==> src/core/duc_pkg.sv <==
/*
 * Shared constants and carrier types for one serial channel's
 * transmit/receive engine.
 * Assumes a single 25 MHz system clock; baud ticks arrive as
 * same-domain one-cycle pulses.
 */
package duc_pkg;

    // ------------------------------------------------------------
    // Timing and sizes
    // ------------------------------------------------------------
    localparam int          DUC_CLK_HZ      = 25000000;
    localparam int          DUC_START_MID16 = 7;
    localparam int          DUC_WDOG_BITS   = 64;
    localparam int          DUC_BRK_HIGH    = 2;
    localparam int          DUC_DEPTH_SMALL = 8;
    localparam int          DUC_DEPTH_LARGE = 16;
    localparam int          DUC_MR2_CTS_BIT = 4;
    localparam int          DUC_MR2_RTS_BIT = 5;
    localparam int          DUC_SR_OVR_BIT  = 4;
    localparam logic [7:0]  DUC_MR2_RESET   = 8'h00;

    // ------------------------------------------------------------
    // Commands
    // ------------------------------------------------------------
    typedef enum logic [2:0] {
        DUC_CMD_NONE,
        DUC_CMD_RX_RESET,
        DUC_CMD_TX_RESET,
        DUC_CMD_ERR_RESET,
        DUC_CMD_BRK_START,
        DUC_CMD_BRK_STOP
    } duc_cmd_t;

    // ------------------------------------------------------------
    // Receive FIFO entry: data plus three status bits
    // ------------------------------------------------------------
    typedef struct packed {
        logic       brk;
        logic       ferr;
        logic       perr;
        logic [7:0] data;
    } duc_rx_entry_t;

    // Line format
    typedef struct packed {
        logic [1:0] bits_sel;
        logic       par_en;
        logic       par_odd;
        logic       two_stop;
    } duc_fmt_t;

    // Receive status view
    typedef struct packed {
        logic brk;
        logic ferr;
        logic perr;
        logic ovr;
    } duc_rx_stat_t;

endpackage

==> src/core/duc_channel.sv <==
/*
 * Transmit and receive engine of one asynchronous serial channel.
 * Assumes baud ticks (16x or 1x) and crystal edges as same-clock
 * pulses; serial pins and flow inputs are asynchronous.
 */
`timescale 1ns/1ps

// Overview of operation
// - Enabling transmitter sets tx-ready and tx-empty flags.
// - Loading clears tx-empty; it sets again when FIFO and shifter drain.
// - Frame: start, data LSB first, optional parity, stops; idle high.
// - Disable refuses writes, drops tx interrupt, drains queue first.
// - Transmitter reset halts at once and empties the FIFO.
// - Start-break holds output low until stop-break or reset.
// - CTS gating checked at each character start; mid-char rise ignored.
// - Mode-two bit 5 lets transmitter drive RTS as end of message.
// - Start bit recheck at mid-bit; high sample restarts search.
// - Sample bits at centre, push character, set receive-ready.
// - Short characters store zeros in unused upper bits.
// - Nonzero char without stop, low half bit later: new start.
// - Full-low char loads zero with break; ends after 2 high edges.
// - Receive FIFO 8 or 16 deep with ready and full flags.
// - Data read pops entry and status; status read never pops.
// - Entry holds parity, framing, break; overrun kept separately.
// - Character mode shows head; block mode ORs heads until reset.
// - Full FIFO: char waits; newcomer's start sets overrun, its end overwrites the waiting char.
// - Flow control raises RTS on start with FIFO full; lowers on room.
// - Receiver disable drops partial char, FIFO stays readable.
// - Receiver reset clears shifter, ready, status, pointers, pins.
// - Disabled receiver keeps flags and watchdog active.
// - Watchdog expires after 64 bit times; restarts on load or read.
module duc_channel #(
    parameter int DEPTH = duc_pkg::DUC_DEPTH_LARGE
) (
    // Clock and reset
    input  wire logic               i_clk,
    input  wire logic               i_rstn,
    // Timing
    input  wire logic               i_tx_tick,
    input  wire logic               i_rx_tick,
    input  wire logic               i_rx_x16,
    input  wire logic               i_xtal_edge,
    // Control
    input  wire logic               i_tx_en,
    input  wire logic               i_rx_en,
    input  wire duc_pkg::duc_cmd_t  i_cmd,
    input  wire logic [7:0]         i_mode_register_two,
    input  wire duc_pkg::duc_fmt_t  i_fmt,
    input  wire logic               i_block_err,
    input  wire logic               i_rx_flow_en,
    input  wire logic               i_depth8,
    input  wire logic               i_wdog_en,
    // Host data
    input  wire logic               i_tx_wr,
    input  wire logic [7:0]         i_tx_data,
    input  wire logic               i_rx_rd,
    // Host status
    output logic [7:0]              o_rx_data,
    output duc_pkg::duc_rx_stat_t   o_rx_stat,
    output logic                    o_tx_ready_flag,
    output logic                    o_tx_empty_flag,
    output logic                    o_tx_irq,
    output logic                    o_rx_ready_flag,
    output logic                    o_rx_fifo_full_flag,
    output logic                    o_wdog_expired,
    // Line
    input  wire logic               i_rxd,
    input  wire logic               i_cts_low,
    output logic                    o_txd,
    output logic                    o_request_to_send_low
);
    import duc_pkg::*;

    initial
    begin
        if (DEPTH != DUC_DEPTH_LARGE)
            $error("duc_channel: DEPTH must be 16");
    end

    // ------------------------------------------------------------
    // Synchronisers
    // ------------------------------------------------------------
    logic [1:0] rxd_s_q;
    logic [1:0] cts_s_q;
    always_ff @(posedge i_clk)
    begin
        if (!i_rstn)
        begin
            rxd_s_q <= 2'h3;
            cts_s_q <= 2'h3;
        end
        else
        begin
            rxd_s_q <= {rxd_s_q[0], i_rxd};
            cts_s_q <= {cts_s_q[0], i_cts_low};
        end
    end
    wire rxd = rxd_s_q[1];
    wire cts_high = cts_s_q[1];

    // ------------------------------------------------------------
    // Common helpers
    // ------------------------------------------------------------
    function automatic logic [3:0] data_bits(input logic [1:0] sel);
        data_bits = 4'(5 + sel);
    endfunction
    wire [3:0] nbits = data_bits(i_fmt.bits_sel);
    wire [3:0] ticks_per_bit = i_rx_x16 ? 4'hF : 4'h0;

    // ------------------------------------------------------------
    // Transmit FIFO
    // ------------------------------------------------------------
    logic       tx_en_q;
    logic       tx_busy_q;
    logic       txf_ready;
    logic       txf_valid;
    logic [7:0] txf_data;
    logic       txf_full;
    logic       tx_take;
    wire        tx_reset = (i_cmd == DUC_CMD_TX_RESET);
    wire        tx_push  = i_tx_wr && i_tx_en;

    duc_fifo #(.WIDTH(8), .DEPTH(DEPTH)) u_txf (
        .i_clk   (i_clk),
        .i_rstn  (i_rstn),
        .i_flush (tx_reset),
        .i_half  (i_depth8),
        .i_valid (tx_push),
        .o_ready (txf_ready),
        .i_data  (i_tx_data),
        .o_valid (txf_valid),
        .i_ready (tx_take),
        .o_data  (txf_data),
        .o_full  (txf_full)
    );

    // ------------------------------------------------------------
    // Transmit serialiser
    // ------------------------------------------------------------
    typedef enum logic [2:0] {TX_IDLE, TX_START, TX_DATA, TX_PAR,
                              TX_STOP} tx_st_t;
    tx_st_t     tx_st_q;
    logic [7:0] tx_sh_q;
    logic [3:0] tx_cnt_q;
    logic [3:0] tx_tk_q;
    logic [1:0] tx_stops_q;
    logic       tx_par_q;
    logic       brk_q;
    wire        cts_ok = !i_mode_register_two[DUC_MR2_CTS_BIT] || !cts_high;
    wire        bit_end = i_tx_tick && (tx_tk_q == ticks_per_bit);
    // Take only on a tick so the start bit lasts a full bit time
    assign tx_take = (tx_st_q == TX_IDLE) && txf_valid && cts_ok
                     && i_tx_tick && !tx_reset;

    always_ff @(posedge i_clk)
    begin
        if (!i_rstn || tx_reset)
        begin
            tx_st_q    <= TX_IDLE;
            tx_sh_q    <= 8'h00;
            tx_cnt_q   <= 4'h0;
            tx_tk_q    <= 4'h0;
            tx_stops_q <= 2'h0;
            tx_par_q   <= 1'b0;
        end
        else if (tx_take)
        begin
            tx_st_q    <= TX_START;
            tx_sh_q    <= txf_data;
            tx_par_q   <= i_fmt.par_odd;
            tx_tk_q    <= 4'h0;
            tx_cnt_q   <= 4'h0;
            tx_stops_q <= i_fmt.two_stop ? 2'h2 : 2'h1;
        end
        else if (i_tx_tick)
        begin
            tx_tk_q <= bit_end ? 4'h0 : tx_tk_q + 4'h1;
            if (bit_end)
            begin
                unique case (tx_st_q)
                    TX_IDLE:  tx_st_q <= TX_IDLE;
                    TX_START: tx_st_q <= TX_DATA;
                    TX_DATA:
                    begin
                        tx_par_q <= tx_par_q ^ tx_sh_q[0];
                        tx_sh_q  <= {1'b0, tx_sh_q[7:1]};
                        tx_cnt_q <= tx_cnt_q + 4'h1;
                        if (tx_cnt_q == nbits - 4'h1)
                            tx_st_q <= i_fmt.par_en ? TX_PAR : TX_STOP;
                    end
                    TX_PAR:   tx_st_q <= TX_STOP;
                    TX_STOP:
                    begin
                        tx_stops_q <= tx_stops_q - 2'h1;
                        if (tx_stops_q == 2'h1)
                            tx_st_q <= TX_IDLE;
                    end
                endcase
            end
        end
    end

    wire tx_line = (tx_st_q == TX_START) ? 1'b0 :
                   (tx_st_q == TX_DATA)  ? tx_sh_q[0] :
                   (tx_st_q == TX_PAR)   ? tx_par_q : 1'b1;
    wire tx_idle_all = (tx_st_q == TX_IDLE) && !txf_valid;

    // ------------------------------------------------------------
    // Transmit flags, break, RTS
    // ------------------------------------------------------------
    always_ff @(posedge i_clk)
    begin
        if (!i_rstn)
        begin
            tx_en_q         <= 1'b0;
            brk_q           <= 1'b0;
            o_txd           <= 1'b1;
            o_tx_ready_flag <= 1'b0;
            o_tx_empty_flag <= 1'b0;
            o_tx_irq        <= 1'b0;
            tx_busy_q       <= 1'b0;
        end
        else
        begin
            tx_en_q <= i_tx_en;
            if (tx_reset || i_cmd == DUC_CMD_BRK_STOP)
                brk_q <= 1'b0;
            else if (i_cmd == DUC_CMD_BRK_START)
                brk_q <= 1'b1;
            o_txd <= brk_q ? 1'b0 : tx_line;
            tx_busy_q <= !tx_idle_all || tx_push;
            o_tx_ready_flag <= i_tx_en && (txf_ready || tx_reset);
            if (i_tx_en && !tx_en_q)
                o_tx_empty_flag <= 1'b1;
            else if (tx_push)
                o_tx_empty_flag <= 1'b0;
            else if (tx_idle_all)
                o_tx_empty_flag <= 1'b1;
            o_tx_irq <= i_tx_en && txf_ready;
        end
    end

    // ------------------------------------------------------------
    // Receive FIFO
    // ------------------------------------------------------------
    duc_rx_entry_t rx_new_q;
    duc_rx_entry_t rxf_head;
    logic          rx_hold_q;
    logic          rxf_ready;
    logic          rxf_valid;
    logic          rxf_full;
    wire           rx_reset = (i_cmd == DUC_CMD_RX_RESET);
    wire           rx_pop = i_rx_rd && rxf_valid;

    duc_fifo #(.WIDTH($bits(duc_rx_entry_t)), .DEPTH(DEPTH)) u_rxf (
        .i_clk   (i_clk),
        .i_rstn  (i_rstn),
        .i_flush (rx_reset),
        .i_half  (i_depth8),
        .i_valid (rx_hold_q),
        .o_ready (rxf_ready),
        .i_data  (rx_new_q),
        .o_valid (rxf_valid),
        .i_ready (i_rx_rd),
        .o_data  (rxf_head),
        .o_full  (rxf_full)
    );
    wire rx_load = rx_hold_q && rxf_ready;

    // ------------------------------------------------------------
    // Receive deserialiser
    // ------------------------------------------------------------
    typedef enum logic [2:0] {RX_HUNT, RX_START, RX_DATA, RX_PAR,
                              RX_STOP, RX_REFRAME, RX_BREAK} rx_st_t;
    rx_st_t     rx_st_q;
    logic [7:0] rx_sh_q;
    logic [3:0] rx_cnt_q;
    logic [3:0] rx_tk_q;
    logic [1:0] brk_hi_q;
    logic       rx_par_q;
    logic       rxd_prev_q;
    logic       ovr_q;
    logic       rts_neg_q;
    wire        fall = rxd_prev_q && !rxd;
    wire [3:0]  mid = i_rx_x16 ? 4'(DUC_START_MID16) : 4'h0;
    wire        rx_bit = i_rx_tick && (rx_tk_q == ticks_per_bit);
    wire        rx_midpt = i_rx_tick && (rx_tk_q == mid);
    wire [7:0]  bit_mask = 8'(({1'b0, 8'hFF} >> (4'h8 - nbits)));
    wire [7:0]  rx_word = rx_sh_q >> (4'h8 - nbits);
    wire        start_ok = rx_midpt && !rxd && (rx_st_q == RX_START);

    always_ff @(posedge i_clk)
    begin
        if (!i_rstn || rx_reset || !i_rx_en)
        begin
            rx_st_q  <= RX_HUNT;
            rx_sh_q  <= 8'h00;
            rx_cnt_q <= 4'h0;
            rx_tk_q  <= 4'h0;
            rx_par_q <= 1'b0;
            brk_hi_q <= 2'h0;
        end
        else
        begin
            rx_tk_q <= i_rx_tick ? rx_tk_q + 4'h1 : rx_tk_q;
            unique case (rx_st_q)
                RX_HUNT:
                    if (fall)
                    begin
                        rx_st_q <= RX_START;
                        rx_tk_q <= 4'h0;
                    end
                RX_START:
                    if (rx_midpt)
                    begin
                        rx_st_q  <= rxd ? RX_HUNT : RX_DATA;
                        rx_tk_q  <= 4'h0;
                        rx_cnt_q <= 4'h0;
                        rx_par_q <= i_fmt.par_odd;
                    end
                RX_DATA:
                    if (rx_bit)
                    begin
                        rx_tk_q  <= 4'h0;
                        rx_sh_q  <= {rxd, rx_sh_q[7:1]};
                        rx_par_q <= rx_par_q ^ rxd;
                        rx_cnt_q <= rx_cnt_q + 4'h1;
                        if (rx_cnt_q == nbits - 4'h1)
                            rx_st_q <= i_fmt.par_en ? RX_PAR : RX_STOP;
                    end
                RX_PAR:
                    if (rx_bit)
                    begin
                        rx_tk_q  <= 4'h0;
                        rx_par_q <= rx_par_q ^ rxd;
                        rx_st_q  <= RX_STOP;
                    end
                RX_STOP:
                    if (rx_bit)
                    begin
                        rx_tk_q <= 4'h0;
                        if (rxd)
                            rx_st_q <= RX_HUNT;
                        else if ((rx_word & bit_mask) == 8'h00)
                            rx_st_q <= RX_BREAK;
                        else
                            rx_st_q <= RX_REFRAME;
                    end
                RX_REFRAME:
                    if (rxd)
                        rx_st_q <= RX_HUNT;
                    else if (i_rx_tick && rx_tk_q == mid)
                    begin
                        rx_st_q <= RX_START;
                        rx_tk_q <= 4'h0;
                    end
                RX_BREAK:
                begin
                    if (!rxd)
                        brk_hi_q <= 2'h0;
                    else if (i_xtal_edge)
                        brk_hi_q <= brk_hi_q + 2'h1;
                    if (rxd && i_xtal_edge
                        && brk_hi_q == 2'(DUC_BRK_HIGH - 1))
                    begin
                        rx_st_q  <= RX_HUNT;
                        brk_hi_q <= 2'h0;
                    end
                end
            endcase
        end
    end

    // ------------------------------------------------------------
    // Character hand-off, overrun, flow control
    // ------------------------------------------------------------
    wire rx_done = (rx_st_q == RX_STOP) && rx_bit && i_rx_en
                   && !rx_reset;
    wire rx_is_brk = !rxd && ((rx_word & bit_mask) == 8'h00);

    always_ff @(posedge i_clk)
    begin
        if (!i_rstn || rx_reset)
        begin
            rx_hold_q <= 1'b0;
            rx_new_q  <= '0;
            ovr_q     <= 1'b0;
            rts_neg_q <= 1'b0;
            rxd_prev_q <= 1'b1;
        end
        else
        begin
            rxd_prev_q <= rxd;
            if (rx_done)
            begin
                rx_hold_q     <= 1'b1;
                rx_new_q.data <= rx_is_brk ? 8'h00 : rx_word;
                rx_new_q.brk  <= rx_is_brk;
                rx_new_q.ferr <= !rxd;
                rx_new_q.perr <= i_fmt.par_en && rx_par_q;
            end
            else if (rx_load)
                rx_hold_q <= 1'b0;
            if (start_ok && rx_hold_q && !rx_load)
                ovr_q <= 1'b1;
            else if (i_cmd == DUC_CMD_ERR_RESET)
                ovr_q <= 1'b0;
            if (start_ok && rxf_full && i_rx_flow_en)
                rts_neg_q <= 1'b1;
            else if (!rxf_full)
                rts_neg_q <= 1'b0;
        end
    end

    // ------------------------------------------------------------
    // Status presentation and watchdog
    // ------------------------------------------------------------
    logic [2:0] blk_q;
    logic [5:0] wd_bits_q;
    logic [3:0] wd_tk_q;
    wire [2:0] head_st = rxf_valid ?
               {rxf_head.brk, rxf_head.ferr, rxf_head.perr} : 3'h0;
    wire [2:0] stat3 = i_block_err ? (blk_q | head_st) : head_st;
    wire       wd_restart = rx_load || rx_pop;

    always_ff @(posedge i_clk)
    begin
        if (!i_rstn || rx_reset)
        begin
            blk_q               <= 3'h0;
            wd_bits_q           <= 6'h00;
            wd_tk_q             <= 4'h0;
            o_wdog_expired      <= 1'b0;
            o_rx_data           <= 8'h00;
            o_rx_stat           <= '0;
            o_rx_ready_flag     <= 1'b0;
            o_rx_fifo_full_flag <= 1'b0;
            o_request_to_send_low <= 1'b0;
        end
        else
        begin
            if (i_cmd == DUC_CMD_ERR_RESET)
                blk_q <= 3'h0;
            else
                blk_q <= blk_q | head_st;
            if (wd_restart || !i_wdog_en || !rxf_valid)
            begin
                wd_bits_q      <= 6'h00;
                wd_tk_q        <= 4'h0;
                o_wdog_expired <= 1'b0;
            end
            else if (i_rx_tick && !o_wdog_expired)
            begin
                wd_tk_q <= (wd_tk_q == ticks_per_bit) ? 4'h0
                                                      : wd_tk_q + 4'h1;
                if (wd_tk_q == ticks_per_bit)
                begin
                    wd_bits_q <= wd_bits_q + 6'h01;
                    if (wd_bits_q == 6'(DUC_WDOG_BITS - 1))
                        o_wdog_expired <= 1'b1;
                end
            end
            o_rx_data           <= rxf_head.data;
            o_rx_stat           <= {stat3, ovr_q};
            o_rx_ready_flag     <= rxf_valid;
            o_rx_fifo_full_flag <= rxf_full;
            if (i_mode_register_two[DUC_MR2_RTS_BIT])
                o_request_to_send_low <= !tx_busy_q;
            else
                o_request_to_send_low <= rts_neg_q;
        end
    end
endmodule

==> src/core/duc_fifo.sv <==
/*
 * Synchronous FIFO with valid/ready on both sides.
 * Assumes one clock; flush empties it in one cycle.
 */
`timescale 1ns/1ps
module duc_fifo #(
    parameter int WIDTH = 8,
    parameter int DEPTH = 16
) (
    // Clock and reset
    input  wire logic             i_clk,
    input  wire logic             i_rstn,
    input  wire logic             i_flush,
    input  wire logic             i_half,
    // Fill side
    input  wire logic             i_valid,
    output logic                  o_ready,
    input  wire logic [WIDTH-1:0] i_data,
    // Drain side
    output logic                  o_valid,
    input  wire logic             i_ready,
    output logic [WIDTH-1:0]      o_data,
    output logic                  o_full
);
    localparam int AW = $clog2(DEPTH);

    initial
    begin
        if (DEPTH < 2 || (DEPTH & (DEPTH - 1)) != 0)
            $error("duc_fifo: DEPTH must be a power of two");
    end

    logic [WIDTH-1:0] mem [DEPTH];
    logic [AW-1:0]    wr_q;
    logic [AW-1:0]    rd_q;
    logic [AW:0]      cnt_q;
    wire  [AW:0]      lim = i_half ? (AW+1)'(DEPTH / 2) : (AW+1)'(DEPTH);
    wire              push = i_valid && o_ready;
    wire              pop  = o_valid && i_ready;

    assign o_full  = (cnt_q >= lim);
    assign o_ready = !o_full;
    assign o_valid = (cnt_q != '0);
    assign o_data  = mem[rd_q];

    always_ff @(posedge i_clk)
    begin
        if (push)
            mem[wr_q] <= i_data;
    end

    always_ff @(posedge i_clk)
    begin
        if (!i_rstn || i_flush)
        begin
            wr_q  <= '0;
            rd_q  <= '0;
            cnt_q <= '0;
        end
        else
        begin
            wr_q  <= push ? wr_q + 1'b1 : wr_q;
            rd_q  <= pop ? rd_q + 1'b1 : rd_q;
            cnt_q <= cnt_q + (AW+1)'(push) - (AW+1)'(pop);
        end
    end
endmodule

==> config.mk <==
export PLATFORM = sky130hd
export DESIGN_NAME = duc_channel
export DESIGN_NICKNAME = d
export VERILOG_FILES = /design/src/core/duc_pkg.sv /design/src/core/duc_channel.sv /design/src/core/duc_fifo.sv
export SDC_FILE = /design/constraint.sdc
export NUM_CORES = 1
export LEC_CHECK = 0
export BUFFER_PORTS_ARGS = -buffer_cell sky130_fd_sc_hd__buf_4
export CAP_MARGIN = 5
export CORE_MARGIN = 2
export CORE_UTILIZATION = 33
export DETAILED_ROUTE_END_ITERATION = 10
export HOLD_SLACK_MARGIN = 0.08
export PLACE_DENSITY_LB_ADDON = 0.08
export SLEW_MARGIN = 0
export SYNTH_ARGS = -nofsm -noshare
export SYNTH_HDL_FRONTEND = slang
export SYNTH_HIERARCHICAL = 1
export SYNTH_SLANG_ARGS = --single-unit
==> constraint.sdc <==
create_clock -name i_clk -period 3.52 [get_ports i_clk]
set_clock_uncertainty 0.2 [all_clocks]
set_input_delay 0.176 -clock i_clk [delete_from_list [all_inputs] [get_ports i_clk]]
set_output_delay 0.176 -clock i_clk [all_outputs]
set_load 0.05 [all_outputs]
=== Word level (Yosys, flattened, before mapping) ===
Memories as Yosys holds them, arrays and structs flattened. A register that Yosys moved wholly into a read port is not among the register bits.
Index checks and enable logic that the tools add are counted.

* Input bits: 40
* Output and inout bits: 20
* Memory bits (writable): 304
* Logic and storage cells: 285
* Memories: 2
* Memory bits (read-only): 0
* Bits in latches: 0
* Bits in registers: 125

* Mux-type cells: 78
* $add $sub $neg: 19
* Shift-type cells: 2
* Reduce and logical (&&, ||, !) cells: 90
* Bitwise logic cells: 5
* Multipliers: 0
* Eq/ne operators: 39
* Magnitude comparators: 2
* Div/mod/pow operators: 0

{| class="wikitable"
|+ Memory list
! name !! depth !! width !! read ports !! clocked after Yosys merged registers in !! wr ports !! line !! text
|-
| u_rxf.mem || 16 || 11 || 1 || 1 || 1 || duc_fifo.sv:33 || <nowiki>logic [WIDTH-1:0] mem [DEPTH];</nowiki>
|-
| u_txf.mem || 16 || 8 || 1 || 1 || 1 || duc_fifo.sv:33 ||
|}

{| class="wikitable"
|+ Operators with widths
! operator !! number
|-
| $mux W4 || 14
|-
| $mux W3 || 16
|-
| $mux W8 || 5
|-
| $add A4 B1 Y4 const B || 9
|-
| $logic_and A1 B1 Y1 || 31
|-
| $mux W1 || 27
|-
| $pmux W3 S7 || 1
|-
| $eq A4 B4 Y1 || 5
|-
| $mux W2 || 10
|-
| $eq A3 B2 Y1 const B || 6
|-
| $eq A3 B3 Y1 const B || 6
|-
| $ne A2 B2 Y1 const B || 9
|-
| $reduce_and A3 Y1 || 6
|-
| $logic_not A1 Y1 || 17
|-
| $pmux W4 S4 || 1
|-
| $reduce_bool A2 Y1 || 8
|-
| $pmux W3 S5 || 1
|-
| $add A5 B1 Y5 || 2
|-
| $ge A5 B5 Y1 || 2
|-
| $logic_or A1 B1 Y1 || 10
|-
| $reduce_bool A5 Y1 || 2
|-
| $reduce_or A2 Y1 || 5
|-
| $sub A5 B1 Y5 || 2
|-
| $eq A3 B1 Y1 const B || 3
|-
| 28 further kinds || 37
|}

=== Logic depth before layout (Yosys ltp) ===
* Depth after elaboration: 9
* Depth in mapped cells: 16
* Depth with buffers taken out: 15

=== Hierarchy ===
The synthesis kept the hierarchy.

{| class="wikitable"
|+ By module, submodules not included
! module !! seq. area each (um2) !! times used !! area an instance (um2) !! cells an instance
|-
| duc_fifo (u_rxf) || 5625.4 || 1 || 7569.8 || 392
|-
| duc_fifo (u_txf) || 4184.0 || 1 || 5793.1 || 320
|-
| duc_channel || 1981.9 || 1 || 4590.7 || 529
|}

=== Least setup slack after synthesis ===
No wires, ideal clock.

* Path kind: register to register
* Start: register u_txf.cnt_q[2]
* End: register u_txf.cnt_q[4]
* Path slack: 0.043 ns
* Stages on the path, launching flop included: 17
* Arrival: 3.207 ns
* Path buffers: 1
* Cell sequence: dfxtp_1 > inv_1 > ha_1 > or4b_2 > clkbuf_1 > nand4_1 > inv_1 > nand2_1 > inv_1 > ha_1 > inv_1 > ha_1 > fa_1 > a21oi_1 > nor2_1 > or3_1 > a21oi_1

* Cells in the longest elaborated chain, start to end: 7
* Elaborated cells on any way between the ends: 11

{| class="wikitable"
|+ RTL lines
! item !! line !! text
|-
| start: declaration || duc_fifo.sv:36 || <nowiki>logic [AW:0] cnt_q;</nowiki>
|-
| start signal: assignment || duc_fifo.sv:64 || <nowiki>cnt_q <= cnt_q + (AW+1)'(push) - (AW+1)'(pop);</nowiki>
|-
| $reduce_bool A5 Y1 || duc_fifo.sv:43 || <nowiki>assign o_valid = (cnt_q != '0);</nowiki>
|-
| via txf_valid || duc_channel.sv:116 || <nowiki>logic txf_valid;</nowiki>
|-
| $logic_and A1 B1 Y1 (2 in a row) || duc_channel.sv:152 || <nowiki>assign tx_take = (tx_st_q == TX_IDLE) && txf_valid && cts_ok</nowiki>
|-
| $logic_and A1 B1 Y1 (2 in a row) || duc_channel.sv:153 || <nowiki>&& i_tx_tick && !tx_reset;</nowiki>
|-
| via tx_take || duc_channel.sv:119 || <nowiki>logic tx_take;</nowiki>
|-
| $logic_and A1 B1 Y1 || duc_fifo.sv:39 || <nowiki>wire pop = o_valid && i_ready;</nowiki>
|-
| $sub A5 B1 Y5 || duc_fifo.sv:64 ||
|}

The timed path passes the listed nets, and every way through them passes these cells.
A chain may end at the register's enable or synchronous reset.

=== Final worst setup path ===
* Start: register u_txf.cnt_q[3]
* End: register u_txf.cnt_q[4]

The elaborated chain is that of the path after synthesis.

==> results.py <==
metrics = {
    "cells_and_area": {
        "area_growth_pct": 19.7,
        "final_cell_mix": "304 x edfxtp_1, 130 x dfxtp_1, 110 x nand2_1",
        "fill_cells": 5050,
        "layout-drive-gt1-share_pct": 20.9,
        "fin_nets": 1467,
        "diodes": 0,
        "mostFrequentLayoutCell": "edfxtp_1",
    },
    "detailed_routing": {
        "wl_met3_mm": 1.45,
        "highest_layer": "met4",
        "drt-total-wl_mm": 42.1,
        "viasPerCell": 4.93,
        "wl_met2_mm": 20.2,
        "antenna_left": 0,
        "wl_met1_mm": 19.3,
        "vias": 10500,
        "post-route-drc-count": 0,
        "dr.pass1.iters": 4,
        "wire_per_inst_um": 19.8,
        "drtIter0Drc": 705,
    },
    "clock_tree": {
        "tritoncts": "done",
        "cts.sink_count": 437,
        "clk_path_buf_depth": 3,
        "clk_pin_slew_ps": 60,
        "cts-root-buf": "clkbuf_16",
        "htreeDepth": 2,
        "clock_latency_ps": 600,
        "cts_made_buffers": 51,
    },
    "pwr": {
        "ir_worst_vdd_uv": 332,
        "p_per_area_nw_per_um2": 589,
        "p_leak_uw": 0.00751,
    },
    "placed_design": {
        "io_buffers": 53,
        "pre_cts_slack_ps": 89.0,
        "place_congestion": 0.743,
        "dp_hpwl_mm": 26.8,
    },
    "logic_synthesis": {
        "netlist_area_um2": 18000,
        "ys_ff_latch": 437,
        "synth-async-reset-ratio_pct": 0,
        "yosys.area_share.adder_pct": 2.87,
        "synth-edff-count": 304,
        "yosysWarnings": 6,
        "synthFlopType": "edfxtp_1",
        "synthMuxAreaShare_pct": 10.6,
        "synth-xor-area-share_pct": 1.61,
        "synth-simple-area-share_pct": 10.0,
        "synth_cells": 1241,
        "seq_area_frac_synth_pct": 65.7,
        "synth_top_family_by_area": "multiplexers",
        "syn_nets": 1321,
        "syn_avg_cell_area_um2": 14.5,
        "synth.distinct_cells": 77,
        "synth_compound_area_share_pct": 6.84,
    },
    "sta": {
        "finalCritPeriodShare_pct": 95.1,
        "hold_viol": 0,
        "worst_pin_slew_ps": 860,
        "slew_headroom_pct": 42.6,
        "setup_tns_ps": 0,
        "setup_viol": 0,
        "rsz0062_at_grt": "no",
        "timing.fmax_ghz": 0.299,
        "maxSlewViolCount": 0,
        "worst_slack_ps": 174,
        "period_minus_slack_ps": 3350,
    },
    "floorplan": {
        "coreArea_um2": 53800,
        "dieHeight_um": 237,
        "die_x_um": 237,
        "ios": 60,
        "initial_core_util_pct": 33.4,
        "rows": 85,
        "die_area_um2": 56300,
    },
    "global_route": {
        "grt_overflow": 0,
        "grt_pass1_wl_mm": 65.1,
        "antenna_found_initial": 1,
        "grt_pass1_vias": 10800,
        "grt_usage_pct": 15.2,
        "grt_max_degree": 33,
    },
    "critical_path": {
        "critPathKind": "reg2reg",
        "crit_path_max_fanout": 3,
        "crit_path_end_kind": "flip-flop",
        "worst_ep_arrival_time_ps": 3650,
        "critPathLaunchType": "flip-flop",
        "crit_required_ps": 3830,
    },
    "hold_path": {
        "hp-class": "in2reg",
    },
    "outcome": {
        "status": "finished clean",
    },
    "flow_run": {
        "cap_viol_max_count": 0,
    },
}
[where the power goes]
part           total (uW)  switching (uW)  internal (uW)
logic                1880             999            884
clock network        4970            2100           2870
registers            5810             188           5620
total               12700            3290           9370
[worst max-delay path, cell delays in order, from the launching register on]
cell and delay (ps):
dfxtp_1 310, inv_1 110, ha_1 150, or4b_2 600
nand4_1 130, inv_1 70, nand2_2 80, inv_1 50
ha_1 260, inv_1 40, ha_1 210, fa_2 380
a21oi_1 140, nor2_1 60, or3_1 340, a21oi_1 140
[routing by layer]
| metal | vias up | track usage [%] |
|---|---|---|
| li1 | 5004 | - |
| met1 | 5252 | 20.4 |
| met2 | 157 | 25.4 |
| met3 | 71 | 2.39 |
| met4 | 0 | 4.94 |
| met5 | - | 0 |
[cell usage after synthesis, types with 18 or more instances]
master | instances | area (um^2)
a21oi_1 | 50 | 250
a22oi_1 | 42 | 315
and3_1 | 18 | 113
clkbuf_1 | 32 | 120
dfxtp_1 | 133 | 2660
edfxtp_1 | 304 | 9130
ha_1 | 38 | 475
inv_1 | 33 | 124
mux4_2 | 82 | 1850
nand2_1 | 111 | 417
nand3_1 | 36 | 180
nor2_1 | 92 | 345
nor3_1 | 28 | 140
xor2_1 | 24 | 210
[stage by stage]
step	cells	instance area [um^2]	util [%]	hold WS [ps]	total power [uW]
2_1_floorplan	1241	18000	-	74.9	7210
3_3_place_gp	1986	19500	36.2	159	7780
3_5_place_dp	1986	19500	36.2	162	7790
4_1_cts	2125	21500	39.9	85.1	12900
5_1_grt	2125	21500	39.9	93.9	13300
6_report	2125	21500	39.9	112	12700
[cells by family (layout without fill, tap and decap cells)]
kind of cell	count (synthesis)	after routing
flip-flops	437	437
AND/OR/NAND/NOR	373	373
AO/OA/AOI/OAI	172	172
buffers and inverters	98	286
multiplexers	88	88
adder cells (fa/ha/maj)	40	40
XOR/XNOR	33	33
[what timing repair did]
action	in CTS	in global routing
endpoints found under the hold margin	241	0
setup buffers	0	0
hold buffers	44	0
endpoints found under the setup margin	0	2
gates resized for setup	0	3
[final cells by class]
cell class / count / area [um^2] / area share [%]
clock buffer: 74 / 1450 / 6.76
inverter: 36 / 135 / 0.629
multi-input combinational: 706 / 5810 / 27.0
sequential: 437 / 11800 / 54.9
tap: 696 / 871 / 4.05
clock inverter: 21 / 134 / 0.623
timing repair buffer: 155 / 1300 / 6.05
[flip-flops by register name, indices dropped and copies added, names as in the netlist, 5 cells and up, named ones only]
name / cells
u_txf/cnt_q: 5
u_rxf/mem: 176
rx_new_q: 11
rx_sh_q: 8
wd_bits_q: 6
u_rxf/cnt_q: 5
u_txf/mem: 128
tx_sh_q: 8
o_rx_data: 8
[final timing paths]
path                              from                                to  slack (ps)  cells past startpoint
min reg2reg      cts_s_q[0]$_SDFF_PN1_             cts_s_q[1]$_SDFF_PN1_         210                      1
max reg2reg  u_txf/cnt_q[3]$_SDFF_PP0_         u_txf/cnt_q[4]$_SDFF_PP0_         170                     15
max          u_txf/cnt_q[3]$_SDFF_PP0_         u_txf/cnt_q[4]$_SDFF_PP0_         170                     15
min             i_mode_register_two[5]  o_request_to_send_low$_SDFF_PP0_         110                      3
(Power assumes the default switching activity.)
